`config.mk`:
```
export PLATFORM = sky130hd
export DESIGN_NAME = collision_dma_control_regs
export DESIGN_NICKNAME = d
export VERILOG_FILES = /design/src/hw/excess_coll_ctrl.v /design/src/hw/long_frame_filter.v /design/src/hw/collision_dma_control_regs.v
export VERILOG_INCLUDE_DIRS = /design/src /design/src/hw
export SDC_FILE = /design/constraint.sdc
export NUM_CORES = 1
export LEC_CHECK = 0
export BUFFER_PORTS_ARGS = -buffer_cell sky130_fd_sc_hd__clkbuf_2
export CAP_MARGIN = 10
export CORE_ASPECT_RATIO = 0.8
export CORE_UTILIZATION = 42
export DETAILED_ROUTE_END_ITERATION = 10
export GPL_ROUTABILITY_DRIVEN = 0
export PLACE_DENSITY = 0.75
export SYNTH_ARGS = -nofsm -noshare
export SYNTH_HDL_FRONTEND = slang
export SYNTH_SLANG_ARGS = --single-unit
```
`constraint.sdc`:
```
create_clock -name I_CLK -period 1.5 [get_ports I_CLK]
set_clock_uncertainty 0.15 [all_clocks]
set_input_delay 0.075 -clock I_CLK [delete_from_list [all_inputs] [get_ports I_CLK]]
set_output_delay 0.075 -clock I_CLK [all_outputs]
set_load 0.05 [all_outputs]
```
`src/hw/ecdma_defs.vh`:
```
`ifndef ECDMA_DEFS_VH
`define ECDMA_DEFS_VH

// ****************************************
// Register word indices (byte address = index * 4)
// ****************************************
`define IDX_EXC_COLL      6'h00
`define IDX_DMA_LONG      6'h01
`define IDX_BLOCK_STATUS  6'h02
`define ADDR_IDX_MSB      7
`define ADDR_IDX_LSB      2

// ****************************************
// Reset values
// ****************************************
`define RST_EXC_COLL      3'h0
`define RST_DMA_LONG      1'h0

// ****************************************
// excess_collision_control fields
// ****************************************
`define EXC_ACT_MSB       2
`define EXC_ACT_LSB       0
`define ACT_AUTO_RETRY    3'h6
`define ACT_AUTO_SKIP     3'h7
`define ACT_RESUME_RETRY  3'h2
`define ACT_RESUME_SKIP   3'h3
`define ACT_MANUAL_HI     2'h1

// ****************************************
// dma_and_long_packet_enable fields
// ****************************************
`define DMA_LFD_BIT       3
`define DMA_RD_BIT        1
`define DMA_WR_BIT        0

// ****************************************
// block_status fields
// ****************************************
`define STS_HALT_BIT      0

// ****************************************
// Limits and bus codes
// ****************************************
`define COLL_LIMIT        16
`define LONG_LIMIT        1792
`define RESP_OKAY         2'h0
`define RESP_SLVERR       2'h2

`endif

```
`src/hw/excess_coll_ctrl.v`:
```
`timescale 1ns/1ps
`include "ecdma_defs.vh"

module excess_coll_ctrl #(
    parameter COLL_LIMIT = `COLL_LIMIT
) (
    input  wire       i_clk,
    input  wire       i_nrst,
    input  wire [2:0] i_mode,
    input  wire       i_collision,
    input  wire       i_tx_done,
    input  wire       i_resume_retry,
    input  wire       i_resume_skip,
    output reg        o_retry,
    output reg        o_skip,
    output reg        o_halted,
    output reg        o_event
);

    localparam ST_RUN  = 1'b0;
    localparam ST_HALT = 1'b1;
    localparam integer LAST_I = COLL_LIMIT - 1;
    localparam [4:0]   LAST   = LAST_I[4:0];

    reg       state_r;
    reg [4:0] count_r;

    always @(posedge i_clk) begin
        if (!i_nrst) begin
            state_r  <= ST_RUN;
            count_r  <= 5'h00;
            o_retry  <= 1'b0;
            o_skip   <= 1'b0;
            o_halted <= 1'b0;
            o_event  <= 1'b0;
        end else begin
            o_retry <= 1'b0;
            o_skip  <= 1'b0;
            o_event <= 1'b0;
            case (state_r)
                ST_RUN: begin
                    // Collision wins over a same-cycle done
                    if (i_collision) begin
                        if (count_r == LAST) begin
                            o_event <= 1'b1; // [RQ17]
                            count_r <= 5'h00;
                            if (i_mode[2:1] == `ACT_MANUAL_HI) begin
                                state_r  <= ST_HALT; // [RQ5]
                                o_halted <= 1'b1;
                            end else if (i_mode == `ACT_AUTO_SKIP) begin
                                o_skip <= 1'b1; // [RQ4]
                            end else begin
                                // Undefined codes fall back to retry
                                o_retry <= 1'b1; // [RQ3]
                            end
                        end else begin
                            count_r <= count_r + 5'h01; // [RQ17]
                        end
                    end else if (i_tx_done) begin
                        count_r <= 5'h00; // [RQ17]
                    end
                end
                ST_HALT: begin
                    // Resume pulses only act here, never remembered
                    if (i_resume_retry) begin
                        o_retry  <= 1'b1; // [RQ7]
                        o_halted <= 1'b0;
                        state_r  <= ST_RUN;
                    end else if (i_resume_skip) begin
                        o_skip   <= 1'b1; // [RQ8]
                        o_halted <= 1'b0;
                        state_r  <= ST_RUN;
                    end
                end
                default: begin
                    state_r <= ST_RUN;
                end
            endcase
        end
    end

endmodule

```
`src/hw/long_frame_filter.v`:
```
`timescale 1ns/1ps
`include "ecdma_defs.vh"

module long_frame_filter #(
    parameter LONG_LIMIT = `LONG_LIMIT
) (
    input  wire i_clk,
    input  wire i_nrst,
    input  wire i_drop_enable,
    input  wire i_frame_start,
    input  wire i_byte,
    output reg  o_drop
);

    localparam integer LAST_I = LONG_LIMIT - 1;
    localparam [10:0]  LAST   = LAST_I[10:0];

    reg [10:0] count_r;
    reg        done_r;

    always @(posedge i_clk) begin
        if (!i_nrst) begin
            count_r <= 11'h000;
            done_r  <= 1'b0;
            o_drop  <= 1'b0;
        end else begin
            o_drop <= 1'b0;
            if (i_frame_start) begin
                count_r <= 11'h000;
                done_r  <= 1'b0;
            end else if (i_byte && !done_r) begin
                // Saturate at the limit; later bytes do not matter
                if (count_r == LAST) begin
                    done_r <= 1'b1;
                    o_drop <= i_drop_enable; // [RQ9] [RQ10]
                end else begin
                    count_r <= count_r + 11'h001;
                end
            end
        end
    end

endmodule

```
`src/hw/collision_dma_control_regs.v`:
```
// Overview of operation
// [RQ1] Collision control bits 7..3 read zero
// [RQ2] Software writes zero to unused bits
// [RQ3] Code 110: auto retry after sixteen collisions
// [RQ4] Code 111: auto skip failed packet
// [RQ5] Code 01x: halt transmitter until resume write
// [RQ6] Resume acts only when written, each halt
// [RQ7] Writing 010 while halted retransmits packet
// [RQ8] Writing 011 while halted skips packet
// [RQ9] Drop enabled: reject frames of 1792+ bytes
// [RQ10] Drop disabled: long frames not rejected
// [RQ11] DMA bits 7..4 undefined, bit 2 zero
// [RQ12] Bit 1 enables DMA reads from receive buffer
// [RQ13] Bit 0 enables DMA writes to buffer
// [RQ14] Writing 00 to DMA enables clears end flag
// [RQ15] Software never sets both DMA enables
// [RQ16] PC card mode keeps DMA enables zero
// [RQ17] Sixteen consecutive collisions on one packet
//
// The implementer's own choices: the register addresses and the AXI4-Lite register port.
`timescale 1ns/1ps
`include "ecdma_defs.vh"

module collision_dma_control_regs #(
    parameter COLL_LIMIT = `COLL_LIMIT,
    parameter LONG_LIMIT = `LONG_LIMIT
) (
    input  wire        I_CLK,
    input  wire        I_NRST,
    // ****************************************
    // AXI4-Lite slave
    // ****************************************
    input  wire [7:0]  I_AWADDR,
    input  wire        I_AWVALID,
    output reg         O_AWREADY,
    input  wire [31:0] I_WDATA,
    input  wire [3:0]  I_WSTRB,
    input  wire        I_WVALID,
    output reg         O_WREADY,
    output reg  [1:0]  O_BRESP,
    output reg         O_BVALID,
    input  wire        I_BREADY,
    input  wire [7:0]  I_ARADDR,
    input  wire        I_ARVALID,
    output reg         O_ARREADY,
    output reg  [31:0] O_RDATA,
    output reg  [1:0]  O_RRESP,
    output reg         O_RVALID,
    input  wire        I_RREADY,
    // ****************************************
    // Transmit link controller
    // ****************************************
    input  wire        I_TX_COLLISION,
    input  wire        I_TX_DONE,
    output wire        O_TX_RETRY,
    output wire        O_TX_SKIP,
    output wire        O_TX_HALTED,
    output wire        O_SIXTEEN_COLLISION_EVENT,
    // ****************************************
    // Receive path
    // ****************************************
    input  wire        I_RX_FRAME_START,
    input  wire        I_RX_BYTE,
    output wire        O_RX_LONG_DROP,
    // ****************************************
    // DMA
    // ****************************************
    output reg         O_DMA_READ_ENABLE,
    output reg         O_DMA_WRITE_ENABLE,
    output reg         O_DMA_END_FLAG_CLEAR
);

    // ****************************************
    // Register state
    // ****************************************
    reg  [2:0]  exc_action_r;
    reg         long_drop_dis_r;
    reg         aw_held_r;
    reg         w_held_r;
    reg  [7:0]  awaddr_r;
    reg  [31:0] wdata_r;
    reg  [3:0]  wstrb_r;
    reg         resume_retry_r;
    reg         resume_skip_r;

    wire        halted;
    wire [5:0]  wr_idx;
    wire [5:0]  rd_idx;
    wire        do_write;
    wire        lane0;
    wire [7:0]  wbyte;
    reg  [31:0] rd_word;
    reg         rd_hit;
    reg         wr_hit;
    wire        wr_exc;
    wire        wr_dma;
    wire [2:0]  new_action;
    wire        resume_retry_nxt;
    wire        resume_skip_nxt;
    wire        clear_nxt;

    assign wr_idx   = awaddr_r[`ADDR_IDX_MSB:`ADDR_IDX_LSB];
    assign rd_idx   = I_ARADDR[`ADDR_IDX_MSB:`ADDR_IDX_LSB];
    assign do_write = aw_held_r && w_held_r && !O_BVALID;
    assign lane0    = wstrb_r[0];
    assign wbyte    = wdata_r[7:0];

    // ****************************************
    // Write strobes
    // ****************************************
    // Decoded once so stored fields and pulses agree
    assign wr_exc     = do_write && lane0 && (wr_idx == `IDX_EXC_COLL);
    assign wr_dma     = do_write && lane0 && (wr_idx == `IDX_DMA_LONG);
    assign new_action = wbyte[`EXC_ACT_MSB:`EXC_ACT_LSB];
    // Resume codes written while running are stored but never act
    assign resume_retry_nxt = wr_exc && halted
                              && (new_action == `ACT_RESUME_RETRY); // [RQ6] [RQ7]
    assign resume_skip_nxt  = wr_exc && halted
                              && (new_action == `ACT_RESUME_SKIP); // [RQ6] [RQ8]
    // Pulses on every write of 00, even when already clear
    assign clear_nxt        = wr_dma && !wbyte[`DMA_RD_BIT]
                              && !wbyte[`DMA_WR_BIT]; // [RQ14]

    // ****************************************
    // Write address and data capture
    // ****************************************
    // Either channel may arrive first; each is parked until the response
    // has been taken, so a second write cannot overtake the first.
    always @(posedge I_CLK) begin
        if (!I_NRST) begin
            aw_held_r <= 1'b0;
            w_held_r  <= 1'b0;
            awaddr_r  <= 8'h00;
            wdata_r   <= 32'h00000000;
            wstrb_r   <= 4'h0;
            O_AWREADY <= 1'b1;
            O_WREADY  <= 1'b1;
        end else begin
            if (O_BVALID && I_BREADY) begin
                aw_held_r <= 1'b0;
                w_held_r  <= 1'b0;
                O_AWREADY <= 1'b1;
                O_WREADY  <= 1'b1;
            end else begin
                if (I_AWVALID && O_AWREADY) begin
                    aw_held_r <= 1'b1;
                    awaddr_r  <= I_AWADDR;
                    O_AWREADY <= 1'b0;
                end
                if (I_WVALID && O_WREADY) begin
                    w_held_r <= 1'b1;
                    wdata_r  <= I_WDATA;
                    wstrb_r  <= I_WSTRB;
                    O_WREADY <= 1'b0;
                end
            end
        end
    end

    // ****************************************
    // Write decode
    // ****************************************
    always @* begin
        case (wr_idx)
            `IDX_EXC_COLL:     wr_hit = 1'b1;
            `IDX_DMA_LONG:     wr_hit = 1'b1;
            `IDX_BLOCK_STATUS: wr_hit = 1'b1;
            default:           wr_hit = 1'b0;
        endcase
    end

    // ****************************************
    // Register writes and their side effects
    // ****************************************
    always @(posedge I_CLK) begin
        if (!I_NRST) begin
            exc_action_r         <= `RST_EXC_COLL;
            long_drop_dis_r      <= `RST_DMA_LONG;
            O_DMA_READ_ENABLE    <= `RST_DMA_LONG;
            O_DMA_WRITE_ENABLE   <= `RST_DMA_LONG;
            O_DMA_END_FLAG_CLEAR <= 1'b0;
            resume_retry_r       <= 1'b0;
            resume_skip_r        <= 1'b0;
        end else begin
            // Single-cycle strobes, only ever after a fresh write
            O_DMA_END_FLAG_CLEAR <= clear_nxt; // [RQ14]
            resume_retry_r       <= resume_retry_nxt; // [RQ7]
            resume_skip_r        <= resume_skip_nxt; // [RQ8]
            if (wr_exc) begin
                // Unused high bits are not stored
                exc_action_r <= new_action; // [RQ2]
            end
            if (wr_dma) begin
                long_drop_dis_r    <= wbyte[`DMA_LFD_BIT];
                // Both enables are stored as written; software keeps
                // them exclusive and zero in card mode
                O_DMA_READ_ENABLE  <= wbyte[`DMA_RD_BIT]; // [RQ12] [RQ15] [RQ16]
                O_DMA_WRITE_ENABLE <= wbyte[`DMA_WR_BIT]; // [RQ13]
            end
        end
    end

    // ****************************************
    // Write response
    // ****************************************
    // Unmapped words answer SLVERR so a bad offset shows in software
    always @(posedge I_CLK) begin
        if (!I_NRST) begin
            O_BVALID <= 1'b0;
            O_BRESP  <= `RESP_OKAY;
        end else if (do_write) begin
            O_BVALID <= 1'b1;
            O_BRESP  <= wr_hit ? `RESP_OKAY : `RESP_SLVERR;
        end else if (O_BVALID && I_BREADY) begin
            O_BVALID <= 1'b0;
        end
    end

    // ****************************************
    // Read decode
    // ****************************************
    always @* begin
        rd_word = 32'h00000000;
        rd_hit  = 1'b1;
        case (rd_idx)
            `IDX_EXC_COLL: begin
                // Upper bits stay zero
                rd_word[`EXC_ACT_MSB:`EXC_ACT_LSB] = exc_action_r; // [RQ1]
            end
            `IDX_DMA_LONG: begin
                // Undefined upper nibble reads zero; bit 2 always zero
                rd_word[`DMA_LFD_BIT] = long_drop_dis_r; // [RQ11]
                rd_word[`DMA_RD_BIT]  = O_DMA_READ_ENABLE;
                rd_word[`DMA_WR_BIT]  = O_DMA_WRITE_ENABLE;
            end
            `IDX_BLOCK_STATUS: begin
                // Lets software spot a manual halt by polling
                rd_word[`STS_HALT_BIT] = halted;
            end
            default: begin
                // Unmapped index: SLVERR with zero data
                rd_hit = 1'b0;
            end
        endcase
    end

    // ****************************************
    // Read channel
    // ****************************************
    // Data are captured at the address handshake and held until taken
    always @(posedge I_CLK) begin
        if (!I_NRST) begin
            O_ARREADY <= 1'b1;
            O_RVALID  <= 1'b0;
            O_RDATA   <= 32'h00000000;
            O_RRESP   <= `RESP_OKAY;
        end else begin
            if (O_RVALID && I_RREADY) begin
                O_RVALID  <= 1'b0;
                O_ARREADY <= 1'b1;
            end else if (I_ARVALID && O_ARREADY) begin
                O_ARREADY <= 1'b0;
                O_RVALID  <= 1'b1;
                O_RDATA   <= rd_word;
                O_RRESP   <= rd_hit ? `RESP_OKAY : `RESP_SLVERR;
            end
        end
    end

    // ****************************************
    // Excess collision handling
    // ****************************************
    // Count and halt state live here; only pulses and the halt level leave
    excess_coll_ctrl #(
        .COLL_LIMIT (COLL_LIMIT)
    ) u_coll (
        .i_clk          (I_CLK),
        .i_nrst         (I_NRST),
        .i_mode         (exc_action_r),
        .i_collision    (I_TX_COLLISION),
        .i_tx_done      (I_TX_DONE),
        .i_resume_retry (resume_retry_r),
        .i_resume_skip  (resume_skip_r),
        .o_retry        (O_TX_RETRY),
        .o_skip         (O_TX_SKIP),
        .o_halted       (halted),
        .o_event        (O_SIXTEEN_COLLISION_EVENT)
    );

    assign O_TX_HALTED = halted;

    // ****************************************
    // Long frame removal
    // ****************************************
    // Removal off never drops, however long the frame
    long_frame_filter #(
        .LONG_LIMIT (LONG_LIMIT)
    ) u_long (
        .i_clk         (I_CLK),
        .i_nrst        (I_NRST),
        .i_drop_enable (!long_drop_dis_r),
        .i_frame_start (I_RX_FRAME_START),
        .i_byte        (I_RX_BYTE),
        .o_drop        (O_RX_LONG_DROP)
    );

endmodule

```
==> results.ini <==
[critical_path]
start_kind=flop
crit_path_top_delay_cell=dfxtp_2
arrival_ns=1.66
cpPeakStageDelay_ns=0.37
crit_family=simple AND/OR/NAND/NOR gates
end_kind=flop
cp_num_buf_inv=0
reg2reg_slack_ns=-0.10
reg2reg_to=u_long.count_r[4]$_SDFFE_PP0P_
path_cells=ha_4 -> nand2_4 -> nor4_4 -> nor3b_2 -> mux2_4
ff2ff_path_depth=5
crit_required_ns=1.55
timing.rr.start=u_long.count_r[0]$_SDFFE_PP0P_
criticalPathCategory=flop to flop
path_max_fanout=4

[route]
drc=0
num_vias=2246
drtIter0Drc=125
via_per_inst=4.883
antenna_left=0
wirelength_mm=5.723
wire_per_inst_microns=12.44
firstDrtPassIters=4

[clocking]
clk_pin_slew_ns=0.10
cts.path.max_buffers=2
cts_max_level=2
cts_tree=built
cts_sinks=56
cts_root_buf=clkbuf_8
numCtsBuffers=5
clk_latency_ns=0.31

[die]
ioPinCount=112
core_sq_um=5645
fp.dieH_microns=71.71
die_w_microns=89.14
initial_core_util_pct=45.19
dieArea_sq_um=6392
rows=24

[yosys]
syn_inst=285
async_reset_ff_share_pct=0
synth_area_sq_um=2551
synth_ff_type=dfxtp_1
synth_area_per_cell_sq_um=8.952
synth_mux_area_share_pct=8.141
synth_edf_count=0
synth.ff_latch_count=56
synth.distinct_cells=49
synth_xor_area_share_pct=0.6866
synth_top_family_by_area=simple AND/OR/NAND/NOR gates
yosysSeqAreaShare_pct=43.94
synth_compound_area_share_pct=10.45
synth_adder_area_share_pct=0.9809
yosysTopAreaCellShare_pct=43.94
yosys_warnings=0
yosys.area.top_type=dfxtp_1
synthTopCellsByArea=dfxtp_1 (44%), buf_4 (8.8%), mux2i_1 (6.7%), nor2_1 (4.7%), nand2_1 (3.7%)
yosys.area_share.simple_pct=24.57

[place]
place_ws_ns=-0.1357
hpwlAfterDp_mm=3.937
numPortBuffers=46
place_area_sq_um=2948

[timing]
fmax_mhz=624.1
slew_violations=0
finalHoldWorstSlack_ns=0.01307
finalCritPeriodShare_pct=106.8
min_period_ns=1.602
hold_viol=0
finalSetupViolCount=4
finalWorstSetupSlack_ns=-0.1023
grt_setup_unrepaired=true

[global_routing]
grt_pass1_wl_mm=9.039
grt_max_degree=21
antenna_found_initial=0
track_usage_pct=18.32
grt_remaining_overflow=0
grt_pass1_vias=1955

[cells_and_area]
nNetsFinal=446
final_common_cell=clkbuf_2
most-common-layout-cells=clkbuf_2 (45), dfxtp_1 (44), nor2_1 (30), conb_1 (30), buf_4 (26)
regArea_sq_um=1139
fillers=468
insertedDiodeCount=0
drive_above_1_share_pct=34.03
multi_input_area_sq_um=1430
design_area_sq_um=3475
area_delta_synth_final_pct=36.19

[power_and_ir_drop]
power.density_nw_per_um2=839.1
ir_drop_uv=456.1
leakage_nw=1.476
p_total_w=0.002915

[worst_hold_path]
hold_depth=3
hold_class=input port to flop
min_from=I_ARADDR[2]
min_to=O_RDATA[3]$_SDFFE_PN0P_

[job]
max_cap_violations=0

[status]
failed_checks=negative setup slack
status=finished with violations

[cells in the mapped netlist (all sizes together), types with 3 or more instances]
master / n
o21ai: 11
a21oi: 13
nor2: 32
nand3: 10
inv: 8
a22oi: 3
buf: 31
mux2i: 17
mux2: 3
nor3b: 3
nand2b: 3
and3: 5
nor4: 7
nor3: 10
a31oi: 5
clkbuf: 6
dfxtp: 56
nand2: 25
nor2b: 7
nand4: 3
[power breakdown]
group / leakage (nW) / switching, W / total (W) / internal [W]
clock: 0.0445 / 0.000482 / 0.000858 / 0.000376
sequential: 0.459 / 0.0000361 / 0.00156 / 0.00153
combinational: 0.972 / 0.000339 / 0.000493 / 0.000154
total: 1.48 / 0.000856 / 0.00292 / 0.00206
[layout make-up]
| type | instances | share of cell area [%] |
|---|---|---|
| Multi-Input combinational cell | 213 | 41.16 |
| Inverter | 8 | 0.8642 |
| Sequential cell | 56 | 32.77 |
| Clock buffer | 7 | 2.485 |
| Tap cell | 78 | 2.809 |
| Clock inverter | 1 | 0.2161 |
| Timing Repair Buffer | 97 | 19.70 |
[how the worst max path moves through the flow]
stage | from | endpoint | cells after the start
2_1_floorplan | u_long.count_r[5]$_SDFFE_PP0P_ | u_long.count_r[4]$_SDFFE_PP0P_ | 4
3_3_place_gp | u_long.count_r[0]$_SDFFE_PP0P_ | u_long.count_r[4]$_SDFFE_PP0P_ | 4
3_5_place_dp | u_long.count_r[0]$_SDFFE_PP0P_ | u_long.count_r[10]$_SDFFE_PP0P_ | 5
4_1_cts | u_long.count_r[0]$_SDFFE_PP0P_ | u_long.count_r[4]$_SDFFE_PP0P_ | 5
5_1_grt | u_long.count_r[0]$_SDFFE_PP0P_ | u_long.count_r[4]$_SDFFE_PP0P_ | 5
6_report | u_long.count_r[0]$_SDFFE_PP0P_ | u_long.count_r[4]$_SDFFE_PP0P_ | 5
[per-stage QoR]
stage               setup TNS, ns  cells  utilization [%]
floorplan                       0    314                -
global placement          -0.2646    426            52.22
detailed placement        -0.3734    426            52.22
CTS                       -0.2099    459            58.93
global route              -0.7368    460            61.55
finish                    -0.2208    460            61.55
[flip-flops by register name, summed over array words and instances (netlist names), 3 cells and up]
register        flops
awaddr_r            6
O_RDATA             4
u_coll.count_r      5
wdata_r             4
exc_action_r        3
u_long.count_r     11
[repair_timing]
item / CTS / global route
setup buffers: 2 / 2
hold endpoints to repair: 23 / 0
cloned: 0 / 0
resized for setup: 8 / 34
hold buffers: 23 / 0
setup endpoints to repair: 14 / 27
pin swaps: 7 / 9
[worst reg2reg max path: cells and delay by family (launching register included)]
kind / cells / cell delay, ns
mux: 1 / 0.30
fa+ha+maj: 1 / 0.16
simple gates: 3 / 0.52
flops: 1 / 0.37
[routing by layer]
layer	part of all wire [%]	up-vias	global-route usage, %
li1	-	1132	-
met1	47	1034	25.50
met2	46	76	27.40
met3	5.6	4	4.378
met4	1.0	0	7.055
met5	0	-	0
[cell families after synthesis]
logic type                 after synthesis
xor gates and xnor gates                 2
buffers and inverters                   45
AOI/OAI and AO/OA                       43
DFF                                     56
other                                    1
and+or+nand+nor                        116
muxes                                   20
adders and majority gates                2
No activity file was read; power rests on OpenSTA's default activity.
